`config.mk`:
```
export PLATFORM = sky130hd
export DESIGN_NAME = cbd_bus_cycle_decoder
export DESIGN_NICKNAME = d
export VERILOG_FILES = /design/src/cbd_pkg.sv /design/src/cbd_bus_cycle_decoder.sv /design/src/cbd_mode_decode.sv /design/src/cbd_addr_gen.sv
export VERILOG_INCLUDE_DIRS = /design/src
export SDC_FILE = /design/constraint.sdc
export NUM_CORES = 1
export LEC_CHECK = 0
export ABC_AREA = 1
export BUFFER_PORTS_ARGS = -buffer_cell sky130_fd_sc_hd__buf_2
export CORE_MARGIN = 5
export CORE_UTILIZATION = 31
export CTS_CLUSTER_SIZE = 20
export DETAILED_ROUTE_END_ITERATION = 7
export PLACE_DENSITY = 0.45
export SLEW_MARGIN = 20
export SYNTH_ARGS = -nofsm -noshare
export SYNTH_HDL_FRONTEND = slang
export SYNTH_SLANG_ARGS = --single-unit
```
`constraint.sdc`:
```
create_clock -name clk_i -period 5.9 [get_ports clk_i]
set_input_delay 1.18 -clock clk_i [delete_from_list [all_inputs] [get_ports clk_i]]
set_output_delay 1.18 -clock clk_i [all_outputs]
set_load 0.01 [all_outputs]
```
`src/cbd_regs.svh`:
```
`ifndef CBD_REGS_SVH
`define CBD_REGS_SVH

// opcode page select and fixed opcodes
`define CBD_PREBYTE      8'h9E
`define CBD_OP_BRA       8'h20
`define CBD_OP_BRN       8'h21
`define CBD_OP_POP_ACC   8'h86
`define CBD_OP_PUSH_ACC  8'h87
`define CBD_OP_POP_X     8'h88
`define CBD_OP_PUSH_X    8'h89
`define CBD_OP_POP_H     8'h8A
`define CBD_OP_PUSH_H    8'h8B

// vector page, direct page and reset values
`define CBD_VEC_PAGE     8'hFF
`define CBD_RST_VEC_LO   8'hFE
`define CBD_SP_RESET     16'h00FF
`define CBD_DIR_PAGE     8'h00

`endif

```
`src/cbd_pkg.sv`:
```
package cbd_pkg;

  // bus cycle sequencer states
  typedef enum logic [3:0] {
    CBD_S_VEC_HI,
    CBD_S_VEC_LO,
    CBD_S_FETCH,
    CBD_S_OPR1,
    CBD_S_OPR2,
    CBD_S_FREE,
    CBD_S_READ,
    CBD_S_WRITE,
    CBD_S_PUSH,
    CBD_S_POP
  } cbd_state_t;

  // addressing modes
  typedef enum logic [3:0] {
    CBD_M_INH,
    CBD_M_IMM,
    CBD_M_DIR,
    CBD_M_EXT,
    CBD_M_IX,
    CBD_M_IX1,
    CBD_M_IX2,
    CBD_M_IXP,
    CBD_M_IX1P,
    CBD_M_SP1,
    CBD_M_SP2,
    CBD_M_REL
  } cbd_mode_t;

  // instruction cycle classes
  typedef enum logic [2:0] {
    CBD_C_FREE,
    CBD_C_READ,
    CBD_C_WRITE,
    CBD_C_PUSH,
    CBD_C_POP,
    CBD_C_BRANCH,
    CBD_C_JUMP
  } cbd_cls_t;

  // register source or target
  typedef enum logic [1:0] {
    CBD_R_ACC,
    CBD_R_X,
    CBD_R_H,
    CBD_R_NONE
  } cbd_reg_t;

  // all sequencer state
  typedef struct packed {
    cbd_state_t  st;
    logic [15:0] addr;
    logic        rd;
    logic        wr;
    logic [7:0]  wdata;
    logic [15:0] pc;
    logic [15:0] sp;
    logic [15:0] hx;
    logic [7:0]  acc;
    logic [7:0]  opc;
    logic        page2;
    logic [15:0] opr;
    logic [1:0]  nleft;
    logic [7:0]  data;
    logic        dvld;
  } cbd_seq_t;

endpackage : cbd_pkg

```
`src/cbd_bus_cycle_decoder.sv`:
```
// Operation
// (RULE1) a cycle without bus need is one clock long and shown as a read
// (RULE2) vectors come from the top page, high byte read before low byte
// (RULE3) each push writes one byte at the stack pointer address
// (RULE4) each pop reads one byte from the stack
// (RULE5) operand reads and writes move one byte in one bus cycle
// (RULE6) operands after the opcode are one or two bytes, set by mode
// (RULE7) post-increment mode addresses with index, then increments it
// (RULE8) offset post-increment adds 8-bit offset, then increments index
// (RULE9) indexed modes with unsigned 8-bit and 16-bit offsets
// (RULE10) stack-relative mode with an 8-bit offset
// (RULE11) stack-relative mode with a 16-bit offset
// (RULE12) relative branches carry one displacement byte added to pc
// (RULE13) displacement is signed, reaching -128 to +127
// (RULE14) second opcode page only after the prebyte
// (RULE15) program fetch reads the next address and advances pc by one
`timescale 1ns/10ps
`default_nettype none
module cbd_bus_cycle_decoder import cbd_pkg::*; (
  // clock and reset
  input  wire logic        clk_i,
  input  wire logic        rst_i,
  // memory bus
  output logic [15:0]      addr_o,
  output logic             rd_o,
  output logic             wr_o,
  output logic [7:0]       wdata_o,
  input  wire logic [7:0]  rdata_i,
  // execution side
  input  wire logic        taken_i,
  input  wire logic        vec_req_i,
  input  wire logic [7:0]  vec_sel_i,
  output logic [7:0]       opcode_o,
  output logic             page2_o,
  output logic [7:0]       operand_o,
  output logic             operand_vld_o,
  output logic [15:0]      pc_o,
  output logic [15:0]      sp_o,
  output logic [15:0]      hx_o,
  output logic [7:0]       acc_o
);
`include "cbd_regs.svh"

  cbd_seq_t    q_r;
  cbd_seq_t    q_nxt;
  cbd_mode_t   mode;
  cbd_cls_t    cls;
  logic [1:0]  nbytes;
  cbd_reg_t    rsel;
  logic [7:0]  dec_opc;
  logic [15:0] opr_in;
  logic [15:0] ea;
  logic [15:0] target;
  logic        pinc;

  // decode the byte being fetched, or the held opcode later on
  assign dec_opc = (q_r.st == CBD_S_FETCH) ? rdata_i : q_r.opc;
  assign opr_in  = (q_r.st == CBD_S_FETCH) ? 16'h0000
                                           : {q_r.opr[7:0], rdata_i};
  assign pinc    = (mode == CBD_M_IXP) || (mode == CBD_M_IX1P);

  cbd_mode_decode u_dec (
    .opc_i    (dec_opc),
    .page2_i  (q_r.page2),
    .mode_o   (mode),
    .cls_o    (cls),
    .nbytes_o (nbytes),
    .rsel_o   (rsel)
  );

  cbd_addr_gen u_agen (
    .mode_i   (mode),
    .hx_i     (q_r.hx),
    .sp_i     (q_r.sp),
    .pc_i     (q_r.pc),
    .opr_i    (opr_in),
    .ea_o     (ea),
    .target_o (target)
  );

  // next bus cycle and register updates
  always_comb begin
    logic        exec;
    logic        fetch_req;
    logic [15:0] fetch_pc;
    logic        ld_en;
    logic [7:0]  ld_val;
    logic [7:0]  src;
    exec      = 1'b0;
    fetch_req = 1'b0;
    fetch_pc  = q_r.pc;
    ld_en     = 1'b0;
    ld_val    = rdata_i;
    src       = q_r.acc;
    case (rsel)
      CBD_R_X: src = q_r.hx[7:0];
      CBD_R_H: src = q_r.hx[15:8];
      default: src = q_r.acc;
    endcase
    q_nxt      = q_r;
    q_nxt.rd   = 1'b1;
    q_nxt.wr   = 1'b0;
    q_nxt.dvld = 1'b0;
    case (q_r.st)
      CBD_S_VEC_HI: begin
        q_nxt.pc[15:8] = rdata_i;                    // RULE2
        q_nxt.st       = CBD_S_VEC_LO;
        q_nxt.addr     = q_r.addr | 16'h0001;        // RULE2
      end
      CBD_S_VEC_LO: begin
        fetch_req = 1'b1;
        fetch_pc  = {q_r.pc[15:8], rdata_i};
      end
      CBD_S_FETCH: begin
        q_nxt.opc = rdata_i;
        q_nxt.opr = 16'h0000;
        if (rdata_i == `CBD_PREBYTE && !q_r.page2) begin
          q_nxt.page2 = 1'b1;                        // RULE14
          fetch_req   = 1'b1;
        end else if (nbytes == 2'h0) begin
          exec = 1'b1;
        end else begin
          q_nxt.st    = CBD_S_OPR1;                  // RULE6
          q_nxt.addr  = q_r.pc;
          q_nxt.pc    = q_r.pc + 16'h0001;           // RULE15
          q_nxt.nleft = nbytes;
        end
      end
      CBD_S_OPR1, CBD_S_OPR2: begin
        q_nxt.opr = opr_in;
        if (q_r.nleft == 2'h2) begin
          q_nxt.nleft = 2'h1;
          q_nxt.st    = CBD_S_OPR2;                  // RULE6
          q_nxt.addr  = q_r.pc;
          q_nxt.pc    = q_r.pc + 16'h0001;           // RULE15
        end else begin
          exec = 1'b1;
        end
      end
      CBD_S_FREE: begin
        fetch_req = 1'b1;
      end
      CBD_S_READ: begin
        q_nxt.data = rdata_i;                        // RULE5
        q_nxt.dvld = 1'b1;
        ld_en      = 1'b1;
        fetch_req  = 1'b1;
        if (pinc) begin
          q_nxt.hx = q_r.hx + 16'h0001;              // RULE7 RULE8
        end
      end
      CBD_S_WRITE: begin
        fetch_req = 1'b1;
        if (pinc) begin
          q_nxt.hx = q_r.hx + 16'h0001;              // RULE7 RULE8
        end
      end
      CBD_S_PUSH: begin
        q_nxt.sp  = q_r.sp - 16'h0001;               // RULE3
        fetch_req = 1'b1;
      end
      CBD_S_POP: begin
        ld_en     = 1'b1;                            // RULE4
        fetch_req = 1'b1;
      end
      default: begin
        q_nxt.st   = CBD_S_VEC_HI;
        q_nxt.addr = {`CBD_VEC_PAGE, `CBD_RST_VEC_LO};
      end
    endcase
    // start the bus cycles of a fully decoded instruction
    if (exec) begin
      q_nxt.page2 = 1'b0;
      case (cls)
        CBD_C_READ: begin
          if (mode == CBD_M_IMM) begin
            q_nxt.data = opr_in[7:0];
            q_nxt.dvld = 1'b1;
            ld_val     = opr_in[7:0];
            ld_en      = 1'b1;
            fetch_req  = 1'b1;
          end else begin
            q_nxt.st   = CBD_S_READ;                 // RULE5
            q_nxt.addr = ea;
          end
        end
        CBD_C_WRITE: begin
          q_nxt.st    = CBD_S_WRITE;                 // RULE5
          q_nxt.addr  = ea;
          q_nxt.rd    = 1'b0;
          q_nxt.wr    = 1'b1;
          q_nxt.wdata = src;
        end
        CBD_C_PUSH: begin
          q_nxt.st    = CBD_S_PUSH;                  // RULE3
          q_nxt.addr  = q_r.sp;
          q_nxt.rd    = 1'b0;
          q_nxt.wr    = 1'b1;
          q_nxt.wdata = src;
        end
        CBD_C_POP: begin
          q_nxt.sp   = q_r.sp + 16'h0001;            // RULE4
          q_nxt.st   = CBD_S_POP;
          q_nxt.addr = q_r.sp + 16'h0001;
        end
        CBD_C_BRANCH: begin
          if (q_r.opc == `CBD_OP_BRA
              || (q_r.opc != `CBD_OP_BRN && taken_i)) begin
            q_nxt.pc = target;                       // RULE12 RULE13
          end
          q_nxt.st   = CBD_S_FREE;                   // RULE1
          q_nxt.addr = q_r.pc;
        end
        CBD_C_JUMP: begin
          fetch_req = 1'b1;
          fetch_pc  = ea;
        end
        default: begin
          q_nxt.st   = CBD_S_FREE;                   // RULE1
          q_nxt.addr = q_r.pc;
        end
      endcase
    end
    // load a register from a read, pop or immediate
    if (ld_en) begin
      case (rsel)
        CBD_R_ACC: q_nxt.acc       = ld_val;
        CBD_R_X:   q_nxt.hx[7:0]   = ld_val;
        CBD_R_H:   q_nxt.hx[15:8]  = ld_val;
        default:   q_nxt.acc       = q_r.acc;
      endcase
    end
    // next opcode fetch, or a vector at an instruction boundary
    if (fetch_req) begin
      if (vec_req_i && !q_nxt.page2) begin
        q_nxt.st   = CBD_S_VEC_HI;                   // RULE2
        q_nxt.addr = {`CBD_VEC_PAGE, vec_sel_i[7:1], 1'b0};
      end else begin
        q_nxt.st   = CBD_S_FETCH;                    // RULE15
        q_nxt.addr = fetch_pc;
        q_nxt.pc   = fetch_pc + 16'h0001;            // RULE15
      end
    end
  end

  // state register, reset starts with the reset vector
  always_ff @(posedge clk_i or posedge rst_i) begin
    if (rst_i) begin
      q_r       <= '0;
      q_r.st    <= CBD_S_VEC_HI;
      q_r.addr  <= {`CBD_VEC_PAGE, `CBD_RST_VEC_LO};
      q_r.rd    <= 1'b1;
      q_r.sp    <= `CBD_SP_RESET;
    end else begin
      q_r <= q_nxt;
    end
  end

  // outputs straight from the state register
  assign addr_o        = q_r.addr;
  assign rd_o          = q_r.rd;
  assign wr_o          = q_r.wr;
  assign wdata_o       = q_r.wdata;
  assign opcode_o      = q_r.opc;
  assign page2_o       = q_r.page2;
  assign operand_o     = q_r.data;
  assign operand_vld_o = q_r.dvld;
  assign pc_o          = q_r.pc;
  assign sp_o          = q_r.sp;
  assign hx_o          = q_r.hx;
  assign acc_o         = q_r.acc;
endmodule : cbd_bus_cycle_decoder
`default_nettype wire

```
`src/cbd_mode_decode.sv`:
```
`timescale 1ns/10ps
`default_nettype none
module cbd_mode_decode import cbd_pkg::*; (
  // opcode in
  input  wire logic [7:0] opc_i,
  input  wire logic       page2_i,
  // decoded fields
  output cbd_mode_t       mode_o,
  output cbd_cls_t        cls_o,
  output logic [1:0]      nbytes_o,
  output cbd_reg_t        rsel_o
);
`include "cbd_regs.svh"

  logic [3:0] hi;
  logic [3:0] lo;
  assign hi = opc_i[7:4];
  assign lo = opc_i[3:0];

  // mode, operand length and cycle class per opcode
  always_comb begin
    mode_o   = CBD_M_INH;
    cls_o    = CBD_C_FREE;
    nbytes_o = 2'h0;
    rsel_o   = CBD_R_NONE;
    if (page2_i) begin
      if (hi == 4'h6 || hi == 4'hE) begin
        mode_o   = CBD_M_SP1;                       // RULE10
        nbytes_o = 2'h1;
      end else if (hi == 4'hD) begin
        mode_o   = CBD_M_SP2;                       // RULE11
        nbytes_o = 2'h2;
      end
      if (mode_o != CBD_M_INH) begin
        cls_o = CBD_C_READ;
        if (hi != 4'h6 && (lo == 4'h7 || lo == 4'hF)) begin
          cls_o = CBD_C_WRITE;
        end
      end
    end else if (hi == 4'h2) begin
      mode_o   = CBD_M_REL;                         // RULE12
      cls_o    = CBD_C_BRANCH;
      nbytes_o = 2'h1;
    end else if (opc_i == 8'h71) begin
      mode_o   = CBD_M_IXP;                         // RULE7
      cls_o    = CBD_C_READ;
      nbytes_o = 2'h1;
    end else if (opc_i == 8'h61) begin
      mode_o   = CBD_M_IX1P;                        // RULE8
      cls_o    = CBD_C_READ;
      nbytes_o = 2'h2;
    end else if (hi == 4'h3 || hi == 4'h6 || hi == 4'h7) begin
      cls_o = CBD_C_READ;
      case (hi)
        4'h3: begin
          mode_o   = CBD_M_DIR;
          nbytes_o = 2'h1;
        end
        4'h6: begin
          mode_o   = CBD_M_IX1;
          nbytes_o = 2'h1;
        end
        default: mode_o = CBD_M_IX;
      endcase
    end else if (hi >= 4'hA) begin
      cls_o = CBD_C_READ;
      case (hi)
        4'hA: begin
          mode_o   = CBD_M_IMM;
          nbytes_o = 2'h1;
        end
        4'hB: begin
          mode_o   = CBD_M_DIR;
          nbytes_o = 2'h1;
        end
        4'hC: begin
          mode_o   = CBD_M_EXT;
          nbytes_o = 2'h2;
        end
        4'hD: begin
          mode_o   = CBD_M_IX2;                     // RULE9
          nbytes_o = 2'h2;
        end
        4'hE: begin
          mode_o   = CBD_M_IX1;                     // RULE9
          nbytes_o = 2'h1;
        end
        default: mode_o = CBD_M_IX;
      endcase
      if (hi != 4'hA && (lo == 4'h7 || lo == 4'hF)) begin
        cls_o = CBD_C_WRITE;
      end else if (hi != 4'hA && lo == 4'hC) begin
        cls_o = CBD_C_JUMP;
      end
    end else begin
      case (opc_i)
        `CBD_OP_PUSH_ACC, `CBD_OP_PUSH_X, `CBD_OP_PUSH_H: cls_o = CBD_C_PUSH;
        `CBD_OP_POP_ACC, `CBD_OP_POP_X, `CBD_OP_POP_H:    cls_o = CBD_C_POP;
        default: cls_o = CBD_C_FREE;
      endcase
    end
    // register moved by loads, stores, pushes and pops
    case (opc_i)
      `CBD_OP_PUSH_ACC, `CBD_OP_POP_ACC: rsel_o = CBD_R_ACC;
      `CBD_OP_PUSH_X, `CBD_OP_POP_X:     rsel_o = CBD_R_X;
      `CBD_OP_PUSH_H, `CBD_OP_POP_H:     rsel_o = CBD_R_H;
      default: begin
        if (hi >= 4'hA && (lo == 4'h6 || lo == 4'h7)) begin
          rsel_o = CBD_R_ACC;
        end else if (hi >= 4'hA && (lo == 4'hE || lo == 4'hF)) begin
          rsel_o = CBD_R_X;
        end
      end
    endcase
  end

endmodule : cbd_mode_decode
`default_nettype wire

```
`src/cbd_addr_gen.sv`:
```
`timescale 1ns/10ps
`default_nettype none
module cbd_addr_gen import cbd_pkg::*; (
  // mode and base registers
  input  wire cbd_mode_t   mode_i,
  input  wire logic [15:0] hx_i,
  input  wire logic [15:0] sp_i,
  input  wire logic [15:0] pc_i,
  input  wire logic [15:0] opr_i,
  // addresses
  output logic [15:0]      ea_o,
  output logic [15:0]      target_o
);
`include "cbd_regs.svh"

  // effective address per mode
  always_comb begin
    case (mode_i)
      CBD_M_DIR:  ea_o = {`CBD_DIR_PAGE, opr_i[7:0]};
      CBD_M_EXT:  ea_o = opr_i;
      CBD_M_IX:   ea_o = hx_i;
      CBD_M_IXP:  ea_o = hx_i;                           // RULE7
      CBD_M_IX1:  ea_o = hx_i + {8'h00, opr_i[7:0]};     // RULE9
      CBD_M_IX1P: ea_o = hx_i + {8'h00, opr_i[15:8]};    // RULE8
      CBD_M_IX2:  ea_o = hx_i + opr_i;                   // RULE9
      CBD_M_SP1:  ea_o = sp_i + {8'h00, opr_i[7:0]};     // RULE10
      CBD_M_SP2:  ea_o = sp_i + opr_i;                   // RULE11
      default:    ea_o = opr_i;
    endcase
  end

  // signed displacement from the following instruction
  assign target_o = pc_i + {{8{opr_i[7]}}, opr_i[7:0]}; // RULE12 RULE13

endmodule : cbd_addr_gen
`default_nettype wire

```
==> Word-level counts from Yosys, hierarchy flattened <==
Cells that the tools add are included.
{ "totals": {"ff_bits": 114, "in_bits": 20, "output_inout_bits": 100, "elab_cells": 220} }
{ "op_classes": {"addsub": 11, "n_lt_le_gt_ge": 1, "eq_ne": 57, "mux": 96, "reduce_logical": 40} }
{ "op_table": {"columns": ["op", "count"], "rows": [
  ["two-way mux 16 bit", 14],
  ["case mux 16 bit (7 select lines)", 1],
  ["two-way mux 20 bit", 5],
  ["case mux 20 bit (5 select lines)", 1],
  ["case mux 20 bit (4 select lines)", 1],
  ["adder 16 x 1 -> 16 bit, second input constant", 4],
  ["two-way mux 8 bit", 8],
  ["two-way mux 62 bit", 1],
  ["equality test 8 bit, second input constant", 7],
  ["equality test 4 bit, second input constant", 13],
  ["adder 16 bit", 3],
  ["adder 16 x 8 -> 16 bit", 3],
  ["equality test 4 x 3 -> 1 bit, second input constant", 12],
  ["two-way mux 4 bit", 9],
  ["two-way mux 9 bit", 4],
  ["case mux 8 bit (2 select lines)", 2],
  ["two-way mux 2 bit", 14],
  ["two-way mux 3 bit", 9],
  ["two-way mux 24 bit", 1],
  ["case mux 8 bit (3 select lines)", 1],
  ["equality test 4 x 2 -> 1 bit, second input constant", 5],
  ["case mux 10 bit (2 select lines)", 1],
  ["OR reduction 2 bit", 10],
  ["two-way mux 18 bit", 1],
  ["32 further kinds", 75]
]} }

==> Longest topological paths before layout <==
{ "depth": {"ltp_word": 20, "depth_mapped": 39, "ltp_nobuf": 36} }

==> Hierarchy <==
From an unflattened synthesis, not the netlist that was laid out.
{ "unflattened": {"hier_cells": 2106, "area_unflattened_um2": 13041.3} }
{ "by_module_without_submodules": {"columns": ["mod", "instances", "cells_each", "area_per_inst_um2", "seq_area_each_um2"], "rows": [
  ["cbd_bus_cycle_decoder", 1, 1387, 9335.2, 2882.8],
  ["cbd_addr_gen", 1, 612, 3213.1, 0.0],
  ["cbd_mode_decode", 1, 107, 493.0, 0.0]
]} }

==> Worst setup path before layout <==
No wires, ideal clock.
{ "synth_path": {"kind": "input -> register", "start": "input port rdata_i[7]", "end": "register q_r (netlist bit pc_o[15])", "setup_time_ps": 117, "arrival_ps": 5034, "t_required_ps": 5783, "slack_ps": 750, "stages": 33, "n_path_buf": 2, "cell_sequence": "inv_1 nand3_1 nand2_4 nand2_2 nor2_2 nand2_1 nand2_1 nand2_2 nand2_4 nand3_4 buf_2 clkbuf_1 o21ai_0 ha_1 inv_1 fa_1 o21ai_0 nand2_1 nand3_1 a21oi_1 o21ai_0 nand2_1 nand2_1 or2_2 nand3_1 nand3_1 nand2_1 nand2_1 nand2_1 nor2_1 nand3_1 nand2_1 nand2_1"} }
{ "synth_lines": {"columns": ["element", "line", "rtl"], "rows": [
  ["start: declaration", "cbd_bus_cycle_decoder.sv:28", "input wire logic [7:0] rdata_i,"],
  ["end signal: assignment", "cbd_bus_cycle_decoder.sv:255", "q_r <= q_nxt;"],
  ["end: declaration", "cbd_bus_cycle_decoder.sv:44", "cbd_seq_t q_r;"]
]} }

==> impl_metrics.yaml <==
outcome:
  outcome: "finished clean"
timing:
  fin_ws_ns: 0.670
  skew_ns: 0.0125
  hold_violations: 0
  grt_setup_unrepaired: "no"
  fin_crit_ns: 5.23
  max-slew-margin-rel_pct: 46.6
  setup_viol: 0
  worst_pin_slew_ns: 0.801
  fin_crit_sh_pct: 88.7
  tns_ns: 0
  drv_slew: 0
  fin_hold_ws_ns: 0.482
  max_freq_mhz: 191
finish:
  drive_gt1_share_pct: 16.5
  multi_input_area_mm2: 0.00768
  final_common_cell: "nand2_1"
  layout_common_cells: "nand2_1 (469), inv_1 (203), o21ai_0 (170), nor2_1 (162), buf_2 (118)"
  fill_cells: 4470
  diodes: 0
  regArea_mm2: 0.00288
  nNetsFinal: 2028
  layoutNonFillerInstCount: 2488
  syn2layout_area_growth_pct: 10.3
job:
  maxCapViolations: 0
detailed_routing:
  ant_nets: 0
  drtIter0Drc: 1167
  first_pass_iters: 6
  wl_um: 50900
  drc_errors: 0
  vias_per_cell: 5.19
  wire_per_inst_um: 20.5
  vias: 12910
synthesis:
  netlist_instances: 1906
  synth_top_area_share_pct: 18.1
  synth_edf_count: 0
  synth_area_mm2: 0.0124
  ys_ff_latch: 114
  ys_top_cells_by_area: "dfrtp_1 (18%), nand2_1 (14%), o21ai_0 (6.9%)"
  synth_warnings: 0
  synth_fp_nets: 1984
  synth_ff_type: "dfrtp_1"
  ys_seq_area_share_pct: 23.2
  synth.avg_cell_area_um2: 6.52
  async_flop_share_pct: 100
  yosysTopAreaCell: "dfrtp_1"
  synth_cell_types: 59
setup_path:
  endpoint_kind: "flip-flop"
  cpMostUsedCell: "nand2_1"
  path_depth: 31
  startpoint_type: "input pin"
  cpPeakStageDelay_ns: 0.31
  ff2ff_path_depth: 31
  cp_slowest_cell: "ha_1"
  regToRegEndpoint: "addr_o[14]"
  arrival_ns: 5.61
  path_buf_inv: 4
  crit_fanout: 22
  required_ns: 6.28
  crit_start: "rdata_i[1]"
  cp_top_family: "simple AND/OR/NAND/NOR gates"
  worstReg2RegStart: "q_r[119]"
  worstSetupPathType: "input pin to flip-flop"
  reg2reg_slack_ns: 0.68
clock_tree:
  htreeDepth: 4
  cts_buffer_depth: 2
  clock_latency_ns: 0.45
  post_cts_buffers: 0
  cts_buffers: 17
  root_buffer: "clkbuf_16"
  cts_sinks: 114
  clk_pin_slew_worst_paths_ns: 0.06
  cts_tree: "yes"
place:
  placed_cells: 2456
  place_ws_ns: 0.159
  routabilityCongestion: 0.913
  io_buffers: 118
  hpwl_um: 40500
floorplanning:
  coreArea_mm2: 0.0396
  die_x_um: 210
  die_area_mm2: 0.0442
  die_h_um: 210
  start_util_pct: 31.3
  num_rows: 73
  io_pins: 120
min_path:
  min_from: "wdata_o[7]"
  hold_path_depth: 2
  hold_path.class: "flip-flop to flip-flop"
  min_to: "wdata_o[7]"
global_routing:
  grt_use_total_pct: 22.8
  first_global_vias: 12408
  grt_max_degree: 59
  antenna_found_initial: 0
  grt_pass1_wl_um: 77500
  grt_overflow_total: 0
cell type report:
class / count / share of cell area [%]
multi-input cells: 1418 / 56.1
inverters: 225 / 6.20
clock buffers: 18 / 3.13
flip-flops and latches: 114 / 21.1
repair buffers: 174 / 7.38
well taps: 525 / 4.80
clock inverters: 14 / 1.30
synthesized netlist by cell type (16+ instances only):
library cell  count
a21oi_1         111
a221oi_1         16
buf_4            98
clkbuf_1         29
dfrtp_1          90
dfstp_2          24
ha_1             55
inv_1           204
inv_2            16
nand2_1         469
nand2_2          22
nand3_1         114
nand4_1          27
nor2_1          162
o211ai_1         23
o21ai_0         171
o21ai_1          19
o22ai_1          21
xor2_1           54
cells by family (layout without fill, tap and decap cells):
kind of cell,count (synthesis),in the layout,synth area share (%)
xor gates and xnor gates,67,67,4.73
buffers and inverters,374,431,14.9
DFF,114,114,23.2
muxes,2,2,0.161
and+or+nand+nor,876,876,31.8
AOI/OAI and AO/OA,415,415,19.2
adders and majority gates,58,58,6.03
per-layer routing:
layer,track usage (%),wire length [um],up-vias
li1,-,-,6309
met1,31.8,23700,6091
met2,37.2,23500,449
met3,3.33,2760,61
met4,5.49,1020,0
met5,0,0,-
registers in the layout, indices dropped and copies added, names as in the netlist, 8 cells and up:
signal and flops:
addr_o 16, hx_o 16, pc_o 16, sp_o 16
q_r 14, acc_o 8, opcode_o 8, operand_o 8
wdata_o 8
stage by stage:
step / cell area, um2 / util (%)
after floorplan: 12400 / -
after global placement: 13100 / 33.0
after detailed placement: 13100 / 33.0
after CTS: 13700 / 34.5
after global routing: 13700 / 34.5
final: 13700 / 34.5
how the worst max path moves through the flow:
stage,endpoint,slack [ns]
after CTS,pc_o[15],0.61
after floorplan,pc_o[15],0.75
after global routing,pc_o[15],0.10
final,addr_o[14],0.67
after global placement,pc_o[15],0.14
after detailed placement,pc_o[15],0.16
worst reg2reg max path: cells and delay by family, from the launching register on:
family	cells	cell delay, ns
adder cells (fa/ha/maj)	1	0.31
buffers and inverters	3	0.38
flip-flops	1	0.47
AO/OA/AOI/OAI	8	1.35
AND/OR/NAND/NOR	19	2.66
timing repair:
action / CTS / global route
setup endpoints to repair: 0 / 1
gates resized for setup: 0 / 1
hold buffers: 0 / 0
Power is left out: the tool's default activity adds up to more than one toggle a clock period on the data nets, which glitch-free logic cannot reach.
